`src/core/sic_pkg.sv`:
```
/*
   Shared constants of the six-source interrupt controller: register
   addresses, field positions, reset values, machine-cycle tick positions,
   source indices and vector addresses.
   Assumes an 8-bit special function register bus and a CPU core that
   takes one vector at a time and reports the end of each service routine.
*/
package sic_pkg;

   // Register addresses on the special function register bus.
   localparam logic [7:0] IRQ_ENABLE_ADDR = 8'hA8;
   localparam logic [7:0] PRIO_HIGH_ADDR = 8'hB7;
   localparam logic [7:0] PRIO_LOW_ADDR = 8'hB8;

   // Reset values.
   localparam logic [7:0] IRQ_ENABLE_RESET = 8'h00;
   localparam logic [7:0] PRIO_HIGH_RESET = 8'h00;
   localparam logic [7:0] PRIO_LOW_RESET = 8'h00;

   // Field positions; the source index equals its bit in all three registers.
   localparam int GLOBAL_ENABLE_BIT = 7;
   localparam int RESERVED_BIT = 6;
   localparam int SRC_EXT0 = 0;
   localparam int SRC_TIMER0 = 1;
   localparam int SRC_EXT1 = 2;
   localparam int SRC_TIMER1 = 3;
   localparam int SRC_SERIAL = 4;
   localparam int SRC_TIMER2 = 5;
   localparam int SOURCE_COUNT = 6;

   // Writable bits: enable register lacks bit 6, priority registers lack 7 and 6.
   localparam logic [7:0] IRQ_ENABLE_MASK = 8'hBF;
   localparam logic [7:0] PRIO_MASK = 8'h3F;

   // Machine cycle: six states of two phases, one tick per clock.
   localparam logic [3:0] CYCLE_LAST_TICK = 4'hB;
   localparam logic [3:0] TICK_STATE2_PHASE2 = 4'h3;
   localparam logic [3:0] TICK_STATE5_PHASE2 = 4'h9;
   localparam logic [3:0] TICK_POLL = 4'hB;

   // Vector addresses.
   localparam logic [15:0] VECTOR_RESET = 16'h0000;
   localparam logic [15:0] VECTOR_EXT0 = 16'h0003;
   localparam logic [15:0] VECTOR_TIMER0 = 16'h000B;
   localparam logic [15:0] VECTOR_EXT1 = 16'h0013;
   localparam logic [15:0] VECTOR_TIMER1 = 16'h001B;
   localparam logic [15:0] VECTOR_SERIAL = 16'h0023;
   localparam logic [15:0] VECTOR_TIMER2 = 16'h002B;

   typedef enum logic [0:0] {
      SIC_IDLE = 1'b0,
      SIC_OFFER = 1'b1
   } sic_state_type;

endpackage

```
`src/core/sic_sync.sv`:
```
/*
   Two-flip-flop synchroniser for one level from outside the clock domain.
   Assumes the input may change at any time relative to clock.
*/
`timescale 1ns/1ns
module sic_sync #(
   parameter logic RESET_LEVEL = 1'b1
)
(
   input wire logic clock,
   input wire logic resetn,
   input wire logic async_in,
   output logic sync_out
);

   logic first_stage;

   always_ff @(posedge clock or negedge resetn)
   begin
      if (!resetn)
      begin
         first_stage <= RESET_LEVEL;
         sync_out <= RESET_LEVEL;
      end
      else
      begin
         first_stage <= async_in;
         sync_out <= first_stage;
      end
   end

endmodule

```
`src/core/sic_controller.sv`:
```
/*
   Six-source interrupt controller with per-source and global enables, four
   priority levels and vectoring of the CPU core.
   Assumes peripheral flags arrive on this clock, external pins arrive
   asynchronously, and the CPU pulses irq_ack when it takes the offered
   vector and irq_return when a service routine ends.
*/
`timescale 1ns/1ns
// What this block does
// [RQ1] Six request sources, each with its own vector.
// [RQ2] Each source has its own enable; a global bit gates all.
// [RQ3] Enable one allows a source, zero blocks it.
// [RQ4] Global enable at bit 7 zero means nothing is acknowledged; an offer already raised can still be taken until the next poll.
// [RQ5] Enables: timer2 5, serial 4, timer1 3, ext1 2, timer0 1, ext0 0.
// [RQ6] Software never writes one to enable bit 6, which is unimplemented.
// [RQ7] Timer2 request ORs its two flags; vectoring clears neither.
// [RQ8] Timer2 service routine finds and clears the causing flag itself.
// [RQ9] Serial request ORs receive, transmit and SPI flag, SPI only if enabled.
// [RQ10] Vectoring clears no serial flag; software finds UART or SPI.
// [RQ11] Timer0 and timer1 flags set at state5_phase2 are polled next cycle.
// [RQ12] Timer2 flag set at state2_phase2 is polled in the same cycle.
// [RQ13] Low priority register holds one bit per source; bits 7 and 6 unused.
// [RQ14] High priority register uses the same layout; bits 7 and 6 unused.
// [RQ15] SPI completion requests only when SPI and serial enables are both one.
// [RQ16] Vectors 0003H, 000BH, 0013H, 001BH, 0023H, timer2 at 002BH.
// [RQ17] Two priority bits give four levels; higher preempts, ties by poll order.
module sic_controller
(
   input wire logic clock,
   input wire logic resetn,
   input wire logic [7:0] sfr_addr,
   input wire logic sfr_write,
   input wire logic [7:0] sfr_wdata,
   output logic [7:0] sfr_rdata,
   input wire logic ext0_pin,
   input wire logic ext1_pin,
   input wire logic timer0_overflow_flag,
   input wire logic timer1_overflow_flag,
   input wire logic timer2_overflow_flag,
   input wire logic timer2_ext_flag,
   input wire logic rx_done_flag,
   input wire logic tx_done_flag,
   input wire logic spi_done_flag,
   input wire logic spi_irq_enable,
   input wire logic irq_ack,
   input wire logic irq_return,
   output logic irq_request,
   output logic [15:0] irq_vector,
   output logic [1:0] irq_level
);
   import sic_pkg::*;

   logic [7:0] irq_enable_reg;
   logic [7:0] prio_high_reg;
   logic [7:0] prio_low_reg;
   logic [3:0] phase_count;
   logic ext0_sync;
   logic ext1_sync;
   logic [SOURCE_COUNT-1:0] polled;
   logic [SOURCE_COUNT-1:0] gated;
   logic [3:0] in_service;
   logic [3:0] next_in_service;
   logic [1:0] cur_level;
   logic win_found;
   logic [2:0] win_idx;
   logic [1:0] win_level;
   logic win_allowed;
   logic [2:0] irq_src;
   logic [15:0] win_vector;
   sic_state_type state;
   logic tick_poll;
   logic tick_state5;
   logic tick_after_state2;

   sic_sync #(.RESET_LEVEL(1'b1)) sync_ext0 (
      .clock(clock),
      .resetn(resetn),
      .async_in(ext0_pin),
      .sync_out(ext0_sync)
   );

   sic_sync #(.RESET_LEVEL(1'b1)) sync_ext1 (
      .clock(clock),
      .resetn(resetn),
      .async_in(ext1_pin),
      .sync_out(ext1_sync)
   );

   // Machine-cycle divider: one tick per clock, twelve ticks per cycle.
   always_ff @(posedge clock or negedge resetn)
   begin
      if (!resetn)
         phase_count <= 4'h0;
      else if (phase_count == CYCLE_LAST_TICK)
         phase_count <= 4'h0;
      else
         phase_count <= phase_count + 4'h1;
   end

   assign tick_poll = (phase_count == TICK_POLL);
   assign tick_state5 = (phase_count == TICK_STATE5_PHASE2);
   assign tick_after_state2 = (phase_count == TICK_STATE2_PHASE2 + 4'h1);

   // Register writes; unimplemented bits are never stored.
   always_ff @(posedge clock or negedge resetn)
   begin
      if (!resetn)
      begin
         irq_enable_reg <= IRQ_ENABLE_RESET;
         prio_high_reg <= PRIO_HIGH_RESET;
         prio_low_reg <= PRIO_LOW_RESET;
      end
      else if (sfr_write)
      begin
         if (sfr_addr == IRQ_ENABLE_ADDR)
            irq_enable_reg <= sfr_wdata & IRQ_ENABLE_MASK; // RQ5 RQ6
         if (sfr_addr == PRIO_HIGH_ADDR)
            prio_high_reg <= sfr_wdata & PRIO_MASK; // RQ14
         if (sfr_addr == PRIO_LOW_ADDR)
            prio_low_reg <= sfr_wdata & PRIO_MASK; // RQ13
      end
   end

   // Read data, one clock after the address; other addresses read zero.
   always_ff @(posedge clock or negedge resetn)
   begin
      if (!resetn)
         sfr_rdata <= 8'h00;
      else
      begin
         case (sfr_addr)
            IRQ_ENABLE_ADDR: sfr_rdata <= irq_enable_reg;
            PRIO_HIGH_ADDR: sfr_rdata <= prio_high_reg;
            PRIO_LOW_ADDR: sfr_rdata <= prio_low_reg;
            default: sfr_rdata <= 8'h00;
         endcase
      end
   end

   // Request latches. A timer0 or timer1 flag that rises at state5_phase2 is
   // caught at the next cycle's state5_phase2, so it is polled a cycle later.
   // The timer2 flag is caught just after state2_phase2 and polled in the
   // same cycle. Flags are only sampled; none is ever cleared here.
   always_ff @(posedge clock or negedge resetn)
   begin
      if (!resetn)
         polled <= '0;
      else
      begin
         polled[SRC_EXT0] <= !ext0_sync;
         polled[SRC_EXT1] <= !ext1_sync;
         if (tick_state5)
         begin
            polled[SRC_TIMER0] <= timer0_overflow_flag; // RQ11
            polled[SRC_TIMER1] <= timer1_overflow_flag; // RQ11
            polled[SRC_SERIAL] <= rx_done_flag | tx_done_flag | (spi_done_flag & spi_irq_enable); // RQ9 RQ10 RQ15
         end
         if (tick_after_state2)
            polled[SRC_TIMER2] <= timer2_overflow_flag | timer2_ext_flag; // RQ7 RQ12
      end
   end

   assign gated = polled & irq_enable_reg[SOURCE_COUNT-1:0]
                  & {SOURCE_COUNT{irq_enable_reg[GLOBAL_ENABLE_BIT]}}; // RQ2 RQ3 RQ4 RQ15

   // Highest level wins; within a level the lowest index is polled first.
   always_comb
   begin
      win_found = 1'b0;
      win_idx = 3'h0;
      win_level = 2'h0;
      for (int l = 3; l >= 0; l--)
      begin
         for (int i = 0; i < SOURCE_COUNT; i++)
         begin
            if (!win_found && gated[i] && ({prio_high_reg[i], prio_low_reg[i]} == 2'(l))) // RQ17
            begin
               win_found = 1'b1;
               win_idx = 3'(i);
               win_level = 2'(l);
            end
         end
      end
   end

   always_comb
   begin
      cur_level = 2'h0;
      for (int l = 0; l < 4; l++)
      begin
         if (in_service[l])
            cur_level = 2'(l);
      end
   end

   assign win_allowed = win_found && ((in_service == 4'h0) || (win_level > cur_level)); // RQ17

   always_comb
   begin
      case (win_idx)
         3'h0: win_vector = VECTOR_EXT0; // RQ1 RQ16
         3'h1: win_vector = VECTOR_TIMER0;
         3'h2: win_vector = VECTOR_EXT1;
         3'h3: win_vector = VECTOR_TIMER1;
         3'h4: win_vector = VECTOR_SERIAL;
         3'h5: win_vector = VECTOR_TIMER2;
         default: win_vector = VECTOR_RESET;
      endcase
   end

   // Offer to the CPU: re-evaluated at each poll until the CPU takes it.
   always_ff @(posedge clock or negedge resetn)
   begin
      if (!resetn)
      begin
         state <= SIC_IDLE;
         irq_request <= 1'b0;
         irq_vector <= VECTOR_RESET;
         irq_level <= 2'h0;
         irq_src <= 3'h0;
      end
      else
      begin
         case (state)
            SIC_IDLE:
            begin
               if (tick_poll && win_allowed)
               begin
                  state <= SIC_OFFER;
                  irq_request <= 1'b1;
                  irq_vector <= win_vector;
                  irq_level <= win_level;
                  irq_src <= win_idx;
               end
            end
            SIC_OFFER:
            begin
               if (irq_ack)
               begin
                  state <= SIC_IDLE;
                  irq_request <= 1'b0;
               end
               else if (tick_poll)
               begin
                  if (win_allowed)
                  begin
                     irq_vector <= win_vector;
                     irq_level <= win_level;
                     irq_src <= win_idx;
                  end
                  else
                  begin
                     state <= SIC_IDLE;
                     irq_request <= 1'b0; // RQ4
                  end
               end
            end
            default:
            begin
               state <= SIC_IDLE;
               irq_request <= 1'b0;
            end
         endcase
      end
   end

   // One in-service bit per level; a return ends the highest active level.
   // A return and a take in one cycle: the return is applied first.
   always_comb
   begin
      next_in_service = in_service;
      if (irq_return && (in_service != 4'h0))
         next_in_service[cur_level] = 1'b0;
      if (irq_request && irq_ack)
         next_in_service[irq_level] = 1'b1; // RQ17
   end

   always_ff @(posedge clock or negedge resetn)
   begin
      if (!resetn)
         in_service <= 4'h0;
      else
         in_service <= next_in_service;
   end
endmodule

```
`config.mk`:
```
export PLATFORM = sky130hd
export DESIGN_NAME = sic_controller
export DESIGN_NICKNAME = d
export VERILOG_FILES = /design/src/core/sic_pkg.sv /design/src/core/sic_sync.sv /design/src/core/sic_controller.sv
export SDC_FILE = /design/constraint.sdc
export NUM_CORES = 1
export LEC_CHECK = 0
export BUFFER_PORTS_ARGS = -buffer_cell sky130_fd_sc_hd__buf_2
export CAP_MARGIN = 20
export CORE_MARGIN = 2
export CORE_UTILIZATION = 59
export CTS_CLUSTER_DIAMETER = 80
export DETAILED_ROUTE_END_ITERATION = 12
export GPL_TIMING_DRIVEN = 0
export PLACE_DENSITY = 0.93
export SYNTH_ARGS = -nofsm -noshare
export SYNTH_HDL_FRONTEND = slang
export SYNTH_SLANG_ARGS = --single-unit
export TNS_END_PERCENT = 50
```
`constraint.sdc`:
```
create_clock -name clock -period 6.4 [get_ports clock]
set_clock_uncertainty 0.05 [all_clocks]
set_input_delay 0.64 -clock clock [delete_from_list [all_inputs] [get_ports clock]]
set_output_delay 0.64 -clock clock [all_outputs]
set_load 0.05 [all_outputs]
```
==> PnR_summary.wiki, run 1 <==
{| class="wikitable"
! Metric !! Value
|-
| Max-cap violation count || 0
|-
| Least-Margin Pin Slew || approximately 0.82 ns
|-
| Most frequent standard cell in the layout excluding fill and tap cells || sky130_fd_sc_hd__dfrtp_1
|-
| Total I/O pin count || between 50 and 60
|-
| Maximum vdd ir drop || ~0.00019 V
|-
| Share of total power in the clock network || 0.425
|-
| Post-route DRC violation count || 0
|-
| Power density cells || between 200 and 250 nW/um2
|-
| Crit path time final || about 3.6 ns
|-
| Class of the worst hold path || primary input to asynchronous set/reset pin
|-
| Area enclosed by the die boundary || around 5200 um2
|-
| Instance count of the mapped netlist || 265
|-
| Switching power of the nets || around 160 uW
|-
| Area of the mapped netlist || 2756 um2
|-
| Post-CTS repair timing setup buffer count || 0
|-
| Worst hold slack after final layout || ~0.24 ns
|-
| Wire length of the first global-routing pass || between 10000 and 15000 um
|-
| Residual antenna-violating net count after detailed routing || 0
|-
| CP Launch Type || register
|-
| Vertical die dimension || 72.35 um
|-
| Final weighted congestion in routability-driven placement || approximately 0.98
|-
| Count of warnings emitted by yosys || 0
|-
| Clock latency on the worst-skew pair || about 0.31 ns
|-
| Mean post-synth cell area || 10.40 um2
|-
| Share of post-route cells with drive strength above 1 || 0.3131
|-
| Growth of design area from synthesis to finish || 18.34%
|-
| Core Footprint || 4414 um2
|-
| CTS H-Tree Depth || 2
|-
| Clock-pin slew reported for the worst setup and hold paths after clock tree synthesis || around 0.090 ns
|-
| Final number of max-transition violations || 0
|-
| Cell variety after synth || 52
|-
| Initial antenna violation count || 0
|-
| Number of buffers added to fix hold violations after cts || 0
|-
| Num Clock Sinks || 52
|-
| Share of the yosys chip area belonging to registers || 0.4739
|-
| Reg2Reg Setup Slack || 2.82 ns
|-
| Number of failing hold endpoints at the final stage || 0
|-
| Yosys top cell by area || sky130_fd_sc_hd__dfrtp_1
|-
| Switching part of the total power || 0.2196
|-
| Worst Path Class, Setup || register to register
|-
| Startpoint of the most critical register-to-register path || irq_enable_reg[7]
|-
| Net total in the final layout || 364
|-
| Finished Cell Area || about 3300 um2
|-
| First-pass detailed-route iteration total || 5
|-
| Wire length on met3 || 482 um
|-
| Post-Route M1 WL || 2604 um
|-
| Crit path required time || approximately 6.5 ns
|-
| Max Freq || 279.3 MHz
|-
| Largest fanout on the critical path || 10
|-
| Largest net degree at the start of global routing || 53
|-
| Fraction of registers with async set/reset || 1.000
|-
| Cells on worst reg2reg path || 14
|-
| Setup TNS || 0 ns
|-
| Effective utilization at floorplan || 0.6244
|-
| Detailed-placement wirelength estimate || around 4500 um
|-
| Initial DRC count || approximately 250
|-
| Most used flip-flop cell after synthesis || sky130_fd_sc_hd__dfrtp_1
|-
| Status || completed
|-
| Fill cells || 298
|-
| Overall overflow remaining after global route || 0
|-
| Routed length on met2 || approximately 2900 um
|-
| Clock root cell || sky130_fd_sc_hd__clkbuf_8
|-
| Top area cells in the synthesized netlist || sky130_fd_sc_hd__dfrtp_1 44%, sky130_fd_sc_hd__mux2_2 8.6%, sky130_fd_sc_hd__dfstp_2 3.8%
|-
| Final-report setup violation count || 0
|-
| Sequential group share of total power || 0.490
|-
| Multi-input logic area || about 1300 um2
|-
| Floorplan die width || roughly 72 um
|-
| Number of synthesized register bits || 52
|-
| Average wire length per cell after detail routing || approximately 16 um
|-
| CTS buffer count || 5
|-
| Ratio of final minimum period to clock period || 0.5594
|-
| Standard cell area after detailed placement || 3083 um2
|-
| Leakage power || 1.618 nW
|-
| Maximum clock path buffer count || 2
|-
| Relative slew slack || 0.4501
|-
| Crit end category || register
|-
| Register Area || about 1300 um2
|-
| Number of diodes || 0
|-
| Total wirelength of the detailed-routed design || between 6000 and 7000 um
|-
| Sum of internal, switching and leakage power || roughly 710 uW
|-
| Most frequent cells in the layout || 48 x sky130_fd_sc_hd__dfrtp_1, 45 x sky130_fd_sc_hd__buf_2, 24 x sky130_fd_sc_hd__nand2_1, 21 x sky130_fd_sc_hd__mux2_2
|-
| Util after Layout || 0.7389
|-
| TritonCTS clock tree || yes
|-
| Via total after detailed routing || 2275
|-
| Terminus of the critical flop-to-flop path || irq_vector[3]
|-
| Tot GR Track Use || 0.2496
|-
| Area share of the largest cell type after synthesis || 0.4358
|-
| Fraction of power consumed by combinational cells || 0.085
|-
| Int Power || 557.2 uW
|-
| FP Rows || 24
|-
| Number of vias per cell after detailed routing || roughly 6.0
|-
| Vias in the first global route || 2137
|-
| Crit path arrival time || around 3.7 ns
|-
| Top layer in use || met4
|-
| Number of synthesized flops with an enable pin || 0
|-
| Number of I/O port buffers || between 40 and 50
|-
| Setup repair after global routing missed its margin || false
|-
| Number of gates resized after cts || 0
|}
## how the worst max path moves through the flow
stage | from | end | slack, ns | depth (start not counted)
2_1_floorplan | prio_high_reg[2] | irq_vector[3] | 3.24 | 14
3_3_place_gp | irq_enable_reg[7] | irq_vector[3] | 2.93 | 14
3_5_place_dp | irq_enable_reg[7] | irq_vector[3] | 2.89 | 14
4_1_cts | irq_enable_reg[7] | irq_vector[3] | 2.85 | 14
5_1_grt | irq_enable_reg[7] | irq_vector[3] | 2.63 | 14
6_report | irq_enable_reg[7] | irq_vector[3] | 2.82 | 14
## critical path, cell delays in order (launching register included)
cell and delay [ns]:
sky130_fd_sc_hd__dfrtp_1 0.48, sky130_fd_sc_hd__and4_4 0.24, sky130_fd_sc_hd__a22o_4 0.23, sky130_fd_sc_hd__or4_4 0.57, sky130_fd_sc_hd__or2_1 0.30, sky130_fd_sc_hd__inv_1 0.10
sky130_fd_sc_hd__a21oi_1 0.10, sky130_fd_sc_hd__ha_1 0.31, sky130_fd_sc_hd__nand2_1 0.05, sky130_fd_sc_hd__o21ai_0 0.07, sky130_fd_sc_hd__o41ai_1 0.10, sky130_fd_sc_hd__nand3_1 0.15
sky130_fd_sc_hd__a21oi_2 0.34, sky130_fd_sc_hd__and3_4 0.28, sky130_fd_sc_hd__a31oi_1 0.09
## power groups by stage
stage                     combinational (mW)  clock, mW  sequential [mW]
after global placement                0.0576          0            0.355
after detailed placement              0.0593          0            0.356
after CTS                             0.0594      0.308            0.349
after global routing                  0.0662      0.320            0.351
after floorplan                       0.0367          0            0.354
final                                 0.0610      0.303            0.350
## logic make-up (layout without fill, tap and decap cells)
| logic type | count (synthesis) | count (layout) | synth area share |
|---|---|---|---|
| compound gates | 56 | 56 | 0.1494 |
| fa+ha+maj | 5 | 5 | 0.02270 |
| buf+inv | 34 | 87 | 0.06445 |
| flops | 52 | 52 | 0.4739 |
| mux | 21 | 21 | 0.08579 |
| other cells | 1 | 12 | 0.001360 |
| simple gates | 96 | 96 | 0.2024 |
## final cells by class
class	count	area share
repair buffers	45	0.07365
well taps	52	0.01995
clock buffers	5	0.02110
clock inverters	3	0.02762
multi-input cells	190	0.4028
flip-flops and latches	52	0.4005
inverters	18	0.02071
plain buffers	16	0.03376
## cell usage after synthesis, drive strengths merged, types with 2 or more instances
| cell type | number |
|---|---|
| o31ai | 3 |
| nand3b | 3 |
| a31oi | 6 |
| or2 | 3 |
| nand3 | 8 |
| ha | 5 |
| nand2 | 24 |
| nor2 | 18 |
| a22o | 2 |
| and3 | 2 |
| and4 | 4 |
| o41ai | 4 |
| nand2b | 5 |
| nor3 | 8 |
| a21oi | 7 |
| nor2b | 2 |
| inv | 18 |
| dfrtp | 48 |
| mux2 | 21 |
| clkbuf | 2 |
| and4b | 4 |
| a222oi | 2 |
| nand4 | 5 |
| nand4b | 4 |
| buf | 14 |
| and2 | 2 |
| a221o | 3 |
| a21o | 2 |
| a32oi | 2 |
| o21ai | 10 |
| a22oi | 6 |
| o221ai | 2 |
| dfstp | 4 |
## through the flow
step | setup slack, ns | cells
2_1_floorplan | 3.238 | 276
5_1_grt | 2.635 | 381
3_3_place_gp | 2.929 | 372
3_5_place_dp | 2.894 | 372
4_1_cts | 2.853 | 380
6_report | 2.820 | 381
## routing by layer
metal  GRT usage  vias to the layer above
li1            -                     1087
met1      0.3285                     1058
met2      0.4067                      116
met3     0.04583                       14
met4      0.1048                        0
met5           0                        -
(Power assumes the default switching activity.)
==> run 2, diff against run 1 <==
ABC_AREA = 1   (was unset)
CORE_UTILIZATION = 54   (was 59)
PLACE_DENSITY = 0.87   (was 0.93)
clock period = 3.5 ns   (was 6.4 ns; I/O delays follow)
==> PnR_summary.wiki, run 2 <==
{| class="wikitable"
! Metric !! Value
|-
| Effective utilization at floorplan || 0.5499 (was 0.6244)
|-
| Reg2Reg Setup Slack || 0.08 ns (was 2.82 ns)
|-
| Final weighted congestion in routability-driven placement || 0.8726 (was 0.9758)
|-
| Total I/O pin count || 58 (unchanged)
|-
| Setup repair after global routing missed its margin || true (was false)
|-
| TritonCTS clock tree || yes (unchanged)
|-
| Largest net degree at the start of global routing || 53 (unchanged)
|-
| Number of vias per cell after detailed routing || 5.141 (was 5.971)
|-
| Share of post-route cells with drive strength above 1 || 0.3160 (was 0.3131)
|-
| CTS H-Tree Depth || 2 (unchanged)
|-
| Relative slew slack || 0.5665 (was 0.4501)
|-
| Launch instance of the worst min-delay path || ext0_pin
|-
| Number of I/O port buffers || 44 (unchanged)
|-
| Commonest cells in the netlist || 64 x sky130_fd_sc_hd__nand2_1, 56 x sky130_fd_sc_hd__inv_1, 48 x sky130_fd_sc_hd__dfrtp_1 (was 48 x sky130_fd_sc_hd__dfrtp_1, 24 x sky130_fd_sc_hd__nand2_1, 21 x sky130_fd_sc_hd__mux2_2)
|-
| Standard cell area after detailed placement || 3122 um2 (was 3083 um2)
|-
| Cell with the largest stage delay on the worst path || sky130_fd_sc_hd__dfrtp_2 (was sky130_fd_sc_hd__or4_4)
|-
| Register Area || 1308 um2 (was 1306 um2)
|-
| Area of the mapped netlist || 2773 um2 (was 2756 um2)
|-
| First-pass detailed-route iteration total || 5 (unchanged)
|-
| Num Clock Sinks || 52 (unchanged)
|-
| Overall overflow remaining after global route || 0 (unchanged)
|-
| Total instance count after detailed placement || 453 (was 372)
|-
| FP Rows || 26 (was 24)
|-
| Post-route DRC violation count || 0 (unchanged)
|-
| Count of warnings emitted by yosys || 0 (unchanged)
|-
| Multi-input logic area || 1314 um2 (unchanged)
|-
| Area enclosed by the die boundary || 5724 um2 (was 5235 um2)
|-
| Clock latency on the worst-skew pair || 0.30 ns (was 0.31 ns)
|-
| Post-Layout Cell Count || 475 (was 381)
|-
| Mean post-synth cell area || 8.453 um2 (was 10.40 um2)
|-
| Crit path buffers/inverters || 4 (was 1)
|-
| Number of diodes || 0 (unchanged)
|-
| Fraction of registers with async set/reset || 1.000 (unchanged)
|-
| Detailed-placement wirelength estimate || 4342 um (was 4465 um)
|-
| Least-Margin Pin Slew || 0.6479 ns (was 0.8185 ns)
|-
| Cells on worst reg2reg path || 21 (was 14)
|-
| Instance count of the mapped netlist || 328 (was 265)
|-
| Wire length of the first global-routing pass || 9225 um (was 10020 um)
|-
| Worst hold slack after final layout || 0.08657 ns (was 0.2354 ns)
|-
| Most frequent standard cell in the layout excluding fill and tap cells || sky130_fd_sc_hd__nand2_1 (was sky130_fd_sc_hd__dfrtp_1)
|-
| Chain of cells forming the critical path || nand3_4 -> buf_4 -> nor3_1 -> inv_1 -> nand4_4 -> nor2_4 -> inv_2 -> a211oi_2 -> nor3_1 -> nand2_1 -> or2_4 -> inv_2 -> ha_4 -> nand2_1 -> o21ai_1 -> o41ai_2 -> nand2_1 -> nor2_4 -> nand2_4 -> nand2_2 -> nand2_2 (was and4_4 -> a22o_4 -> or4_4 -> or2_1 -> inv_1 -> a21oi_1 -> ha_1 -> nand2_1 -> o21ai_0 -> o41ai_1 -> nand3_1 -> a21oi_2 -> and3_4 -> a31oi_1)
|-
| Average wire length per cell after detail routing || 12.84 um (was 16.12 um)
|-
| Vertical die dimension || 75.66 um (was 72.35 um)
|-
| CP Launch Type || register (unchanged)
|-
| Yosys top cell by area || sky130_fd_sc_hd__dfrtp_1 (unchanged)
|-
| Net total in the final layout || 440 (was 364)
|-
| Initial antenna violation count || 0 (unchanged)
|-
| Maximum vdd ir drop || 0.0003107 V (was 0.0001857 V)
|-
| Most frequent cells in the layout || 57 x sky130_fd_sc_hd__nand2_1, 54 x sky130_fd_sc_hd__inv_1, 47 x sky130_fd_sc_hd__dfrtp_1, 44 x sky130_fd_sc_hd__buf_2, 25 x sky130_fd_sc_hd__buf_4 (was 48 x sky130_fd_sc_hd__dfrtp_1, 45 x sky130_fd_sc_hd__buf_2, 24 x sky130_fd_sc_hd__nand2_1, 21 x sky130_fd_sc_hd__mux2_2)
|-
| Residual antenna-violating net count after detailed routing || 0 (unchanged)
|-
| Setup TNS || 0 ns (unchanged)
|-
| Vias in the first global route || 2069 (was 2137)
|-
| Via total after detailed routing || 2442 (was 2275)
|-
| Max-cap violation count || 0 (unchanged)
|-
| Hold path depth || 1
|-
| Core Footprint || 5042 um2 (was 4414 um2)
|-
| Fill cells || 372 (was 298)
|-
| Most used flip-flop cell after synthesis || sky130_fd_sc_hd__dfrtp_1 (unchanged)
|-
| Max Freq || 292.1 MHz (was 279.3 MHz)
|-
| Clock root cell || sky130_fd_sc_hd__clkbuf_8 (unchanged)
|-
| CTS buffer count || 5 (unchanged)
|-
| Cell with the most instances on the worst path || sky130_fd_sc_hd__nand2_1
|-
| Leakage power || 1.802 nW (was 1.618 nW)
|-
| Crit path max-delay family || simple AND/OR/NAND/NOR gates (unchanged)
|-
| Number of synthesized register bits || 52 (unchanged)
|-
| Maximum clock path buffer count || 2 (unchanged)
|-
| Util after Layout || 0.6886 (was 0.7389)
|-
| Crit path required time || 3.66 ns (was 6.53 ns)
|-
| Status || completed (unchanged)
|-
| Floorplan die width || 75.66 um (was 72.35 um)
|-
| Number of failing hold endpoints at the final stage || 0 (unchanged)
|-
| Top area cells in the synthesized netlist || sky130_fd_sc_hd__dfrtp_1 43%, sky130_fd_sc_hd__nand2_1 8.7%, sky130_fd_sc_hd__inv_1 7.6% (was sky130_fd_sc_hd__dfrtp_1 44%, sky130_fd_sc_hd__mux2_2 8.6%, sky130_fd_sc_hd__dfstp_2 3.8%)
|-
| Final number of max-transition violations || 0 (unchanged)
|-
| Worst Path Class, Setup || register to register (unchanged)
|-
| Share of the yosys chip area belonging to registers || 0.4711 (was 0.4739)
|-
| Number of synthesized flops with an enable pin || 0 (unchanged)
|-
| Growth of design area from synthesis to finish || 25.23% (was 18.34%)
|-
| Crit end category || register (unchanged)
|-
| Library cell with the highest instance count after synthesis || sky130_fd_sc_hd__nand2_1 (was sky130_fd_sc_hd__dfrtp_1)
|-
| Finished Cell Area || 3472 um2 (was 3262 um2)
|-
| Maximum cell stage delay along the critical path || 0.51 ns (was 0.57 ns)
|-
| Final-report setup violation count || 0 (unchanged)
|-
| Ratio of final minimum period to clock period || 0.9780 (was 0.5594)
|-
| Sink of the worst hold path || sync_ext0.first_stage
|-
| Initial DRC count || 146 (was 245)
|-
| Cell variety after synth || 35 (was 52)
|-
| Crit path arrival time || 3.58 ns (was 3.71 ns)
|-
| Clock-pin slew reported for the worst setup and hold paths after clock tree synthesis || 0.09 ns (about the same)
|-
| Tot GR Track Use || 0.2128 (was 0.2496)
|-
| Largest fanout on the critical path || 6 (was 10)
|-
| Crit path time final || 3.423 ns (was 3.580 ns)
|-
| Class of the worst hold path || primary input to register (was primary input to asynchronous set/reset pin)
|-
| Power density cells || 502.2 nW/um2 (was 218.9 nW/um2)
|-
| Terminus of the critical flop-to-flop path || irq_vector[5] (was irq_vector[3])
|-
| Area share of the largest cell type after synthesis || 0.4332 (was 0.4358)
|-
| Startpoint of the most critical register-to-register path || irq_enable_reg[7] (unchanged)
|-
| Total wirelength of the detailed-routed design || 6097 um (was 6141 um)
|}
[run 2: layer usage]
metal | vias up | global-route usage | routed length (um)
li1 | 1205 | - | -
met2 | 85 | 0.3411 | 3097
met4 | 0 | 0.08187 | 106
met5 | - | 0 | 0
met3 | 13 | 0.04101 | 301
met1 | 1139 | 0.2882 | 2592
[run 2: per-stage QoR]
stage	setup slack (ns)	total power [mW]
floorplan	0.4135	1.117
global placement	-0.005377	1.224
detailed placement	-0.09561	1.244
global route	-0.09036	1.839
CTS	0.003903	1.660
finish	0.07688	1.744
[run 2: how the worst max path moves through the flow]
stage                                  from             to  slack (ns)  cells after the start
after floorplan           irq_enable_reg[7]   irq_level[1]        0.41                     24
after global placement    irq_enable_reg[7]   irq_level[0]      -0.005                     24
after detailed placement  irq_enable_reg[7]  irq_vector[5]        -0.1                     22
after CTS                 irq_enable_reg[7]  irq_vector[5]       0.004                     22
after global routing      irq_enable_reg[7]  irq_vector[5]       -0.09                     24
final                     irq_enable_reg[7]  irq_vector[5]        0.08                     21
[run 2: logic make-up (layout without fill, tap and decap cells)]
group / count (synthesis) / count (layout) / synth area share
adder cells (fa/ha/maj): 5 / 5 / 0.02256
AO/OA/AOI/OAI: 41 / 41 / 0.09026
buffers and inverters: 71 / 137 / 0.1137
multiplexers: 8 / 8 / 0.03249
other: 1 / 12 / 0.001352
flip-flops: 52 / 52 / 0.4711
AND/OR/NAND/NOR: 150 / 150 / 0.2685
[run 2: what timing repair did]
action	4_1_cts	5_1_grt
buffers inserted	1	11
cloned	0	0
setup endpoints to repair	6	7
pin swaps	3	20
hold buffers	0	1
hold endpoints to repair	0	8
gates resized for setup	4	26
[run 2: report_power, final]
part / switching (mW) / internal (mW) / leakage (nW)
sequential: 0.0666 / 0.675 / 0.603
combinational: 0.392 / 0.200 / 1.14
clock: 0.198 / 0.213 / 0.0552
[run 2: worst register-to-register path, stage by stage, from the launching register on]
cell and delay, ns:
sky130_fd_sc_hd__dfrtp_2 0.51, sky130_fd_sc_hd__nand3_4 0.13, sky130_fd_sc_hd__buf_4 0.15, sky130_fd_sc_hd__nor3_1 0.39
sky130_fd_sc_hd__inv_1 0.19, sky130_fd_sc_hd__nand4_4 0.15, sky130_fd_sc_hd__nor2_4 0.06, sky130_fd_sc_hd__inv_2 0.07
sky130_fd_sc_hd__a211oi_2 0.05, sky130_fd_sc_hd__nor3_1 0.18, sky130_fd_sc_hd__nand2_1 0.09, sky130_fd_sc_hd__or2_4 0.26
sky130_fd_sc_hd__inv_2 0.07, sky130_fd_sc_hd__ha_4 0.18, sky130_fd_sc_hd__nand2_1 0.04, sky130_fd_sc_hd__o21ai_1 0.07
sky130_fd_sc_hd__o41ai_2 0.07, sky130_fd_sc_hd__nand2_1 0.18, sky130_fd_sc_hd__nor2_4 0.20, sky130_fd_sc_hd__nand2_4 0.12
sky130_fd_sc_hd__nand2_2 0.09, sky130_fd_sc_hd__nand2_2 0.04
[run 2: cell type report]
type / instances / area share
well taps: 70 / 0.02523
clock buffers: 6 / 0.02090
multi-input cells: 216 / 0.3784
plain buffers: 15 / 0.03027
inverters: 56 / 0.06054
flip-flops and latches: 52 / 0.3766
repair buffers: 58 / 0.09802
clock inverters: 2 / 0.01009
==> run 3, diff against run 2 <==
ABC_AREA = unset   (was 1)
==> PnR_summary.wiki, run 3 (synthesis results as in run 1) <==
{| class="wikitable"
! Metric !! Value
|-
| Power density cells || 338.5 nW/um2 (was 502.2 nW/um2)
|-
| Crit end category || register (unchanged)
|-
| Wire length of the first global-routing pass || 9432 um (was 9225 um)
|-
| Worst hold slack after final layout || 0.07415 ns (was 0.08657 ns)
|-
| Util after Layout || 0.6571 (was 0.6886)
|-
| Crit path required time || 3.64 ns (was 3.66 ns)
|-
| Clock-pin slew reported for the worst setup and hold paths after clock tree synthesis || 0.10 ns (was 0.09 ns)
|-
| Effective utilization at floorplan || 0.5502 (was 0.5499)
|-
| TritonCTS clock tree || yes (unchanged)
|-
| Relative slew slack || 0.4237 (was 0.5665)
|-
| Detailed-placement wirelength estimate || 4513 um (was 4342 um)
|-
| Status || completed (unchanged)
|-
| Maximum vdd ir drop || 0.0003240 V (was 0.0003107 V)
|-
| Routed length on met2 || 2882 um (was 3097 um)
|-
| Most frequent standard cell in the layout excluding fill and tap cells || sky130_fd_sc_hd__dfrtp_1 (was sky130_fd_sc_hd__nand2_1)
|-
| Maximum cell stage delay along the critical path || 0.56 ns (was 0.51 ns)
|-
| Initial antenna violation count || 0 (unchanged)
|-
| Number of I/O port buffers || 44 (unchanged)
|-
| Cell with the largest stage delay on the worst path || sky130_fd_sc_hd__or4_4 (was sky130_fd_sc_hd__dfrtp_2)
|-
| Post-place setup slack || -0.02205 ns (was -0.09561 ns)
|-
| Vias in the first global route || 2078 (was 2069)
|-
| Share of post-route cells with drive strength above 1 || 0.3293 (was 0.3160)
|-
| Fill cells || 411 (was 372)
|-
| Number of failing hold endpoints at the final stage || 0 (unchanged)
|-
| Final-report setup violation count || 0 (unchanged)
|-
| Post-route DRC violation count || 0 (unchanged)
|-
| Largest fanout on the critical path || 7 (was 6)
|-
| Class of the worst hold path || primary input to register (unchanged)
|-
| Floorplan die width || 75.45 um (was 75.66 um)
|-
| Initial DRC count || 178 (was 146)
|-
| Overall overflow remaining after global route || 0 (unchanged)
|-
| Area enclosed by the die boundary || 5692 um2 (was 5724 um2)
|-
| Number of vias per cell after detailed routing || 5.723 (was 5.141)
|-
| Final number of max-transition violations || 0 (unchanged)
|-
| FP Rows || 26 (unchanged)
|-
| Clock root cell || sky130_fd_sc_hd__clkbuf_8 (unchanged)
|-
| Maximum clock path buffer count || 2 (unchanged)
|-
| Residual antenna-violating net count after detailed routing || 0 (unchanged)
|-
| Core Footprint || 5010 um2 (was 5042 um2)
|-
| Most frequent cells in the layout || 47 x sky130_fd_sc_hd__dfrtp_1, 45 x sky130_fd_sc_hd__buf_2, 24 x sky130_fd_sc_hd__nand2_1, 21 x sky130_fd_sc_hd__mux2_2 (was 57 x sky130_fd_sc_hd__nand2_1, 54 x sky130_fd_sc_hd__inv_1, 47 x sky130_fd_sc_hd__dfrtp_1, 44 x sky130_fd_sc_hd__buf_2, 25 x sky130_fd_sc_hd__buf_4)
|-
| Post-Layout Cell Count || 404 (was 475)
|-
| Chain of cells forming the critical path || and4_4 -> a22o_4 -> or4_4 -> or2_4 -> inv_1 -> a21oi_1 -> ha_1 -> nand2_1 -> o21ai_0 -> o41ai_2 -> nand3_1 -> a21oi_4 -> and3_4 -> a31oi_1 (was nand3_4 -> buf_4 -> nor3_1 -> inv_1 -> nand4_4 -> nor2_4 -> inv_2 -> a211oi_2 -> nor3_1 -> nand2_1 -> or2_4 -> inv_2 -> ha_4 -> nand2_1 -> o21ai_1 -> o41ai_2 -> nand2_1 -> nor2_4 -> nand2_4 -> nand2_2 -> nand2_2)
|-
| Total I/O pin count || 58 (unchanged)
|-
| Max Freq || 299.5 MHz (was 292.1 MHz)
|-
| Multi-input logic area || 1331 um2 (was 1314 um2)
|-
| First-pass detailed-route iteration total || 7 (was 5)
|-
| Final weighted congestion in routability-driven placement || 0.9756 (was 0.8726)
|-
| Leakage power || 1.620 nW (was 1.802 nW)
|-
| Ratio of final minimum period to clock period || 0.9541 (was 0.9780)
|-
| Crit path buffers/inverters || 1 (was 4)
|-
| Least-Margin Pin Slew || 0.8578 ns (was 0.6479 ns)
|-
| Register Area || 1308 um2 (unchanged)
|-
| Final Worst Setup Slack || 0.1607 ns (was 0.07688 ns)
|-
| Number of diodes || 0 (unchanged)
|-
| Post-Route M1 WL || 2575 um (was 2592 um)
|-
| CTS H-Tree Depth || 2 (unchanged)
|-
| CP Launch Type || register (unchanged)
|-
| Max-cap violation count || 0 (unchanged)
|-
| Crit path time final || 3.339 ns (was 3.423 ns)
|-
| Top layer in use || met4 (unchanged)
|-
| Clock latency on the worst-skew pair || 0.31 ns (was 0.30 ns)
|-
| Sum of internal, switching and leakage power || 1.114 mW (was 1.744 mW)
|-
| Via total after detailed routing || 2312 (was 2442)
|-
| Net total in the final layout || 369 (was 440)
|-
| CTS buffer count || 5 (unchanged)
|-
| Total instance count after detailed placement || 391 (was 453)
|-
| Tot GR Track Use || 0.2213 (was 0.2128)
|-
| Crit path max-delay family || simple AND/OR/NAND/NOR gates (unchanged)
|-
| Vertical die dimension || 75.45 um (was 75.66 um)
|-
| Total wirelength of the detailed-routed design || 5998 um (was 6097 um)
|-
| Crit path arrival time || 3.48 ns (was 3.58 ns)
|-
| Growth of design area from synthesis to finish || 19.43% (was 25.23%)
|-
| Worst Path Class, Setup || register to register (unchanged)
|-
| Average wire length per cell after detail routing || 14.85 um (was 12.84 um)
|-
| Largest net degree at the start of global routing || 43 (was 53)
|-
| Wire length on met3 || 437 um (was 301 um)
|-
| Num Clock Sinks || 52 (unchanged)
|}
## run 3: final timing paths
check                                       from  depth (start not counted)               endpoint  slack, ns
max                            irq_enable_reg[7]                         14          irq_vector[3]       0.16
min in group asynchronous                 resetn                          2           sfr_rdata[0]       0.42
min                                     ext1_pin                          1  sync_ext1.first_stage       0.07
min reg2reg                sync_ext0.first_stage                          0     sync_ext0.sync_out       0.31
max in group asynchronous                 resetn                          3          irq_vector[5]       2.48
max reg2reg                    irq_enable_reg[7]                         14          irq_vector[3]       0.16
## run 3: area by class of cell
type	instances	area share
buffer	16	0.03345
clock buffer	5	0.02090
clock inverter	3	0.007982
inverter	18	0.02052
multi-input combinational	190	0.4044
sequential	52	0.3972
tap	70	0.02661
timing repair buffer	50	0.08894
## run 3: what timing repair did
item,in CTS,in global routing
buffers inserted,0,4
setup endpoints to repair,2,4
gates resized for setup,1,3
hold buffers,1,0
pin swaps,0,1
hold endpoints to repair,6,0
## run 3: through the flow
step | TNS (ns) | area [um2]
4_1_cts | 0 | 3238
6_report | 0 | 3292
5_1_grt | -0.001121 | 3292
3_3_place_gp | 0 | 3105
3_5_place_dp | -0.02205 | 3126
2_1_floorplan | 0 | 2798
## run 3: report_power, final
part / internal [mW] / total (mW) / switching [mW]
Clock: 0.147 / 0.360 / 0.212
Combinational: 0.0436 / 0.115 / 0.0709
Sequential: 0.621 / 0.640 / 0.0196
## run 3: layer usage
layer | GRT usage | up-vias
li1 | - | 1096
met1 | 0.2955 | 1093
met2 | 0.3623 | 109
met3 | 0.04762 | 14
met4 | 0.07018 | 0
met5 | 0 | -
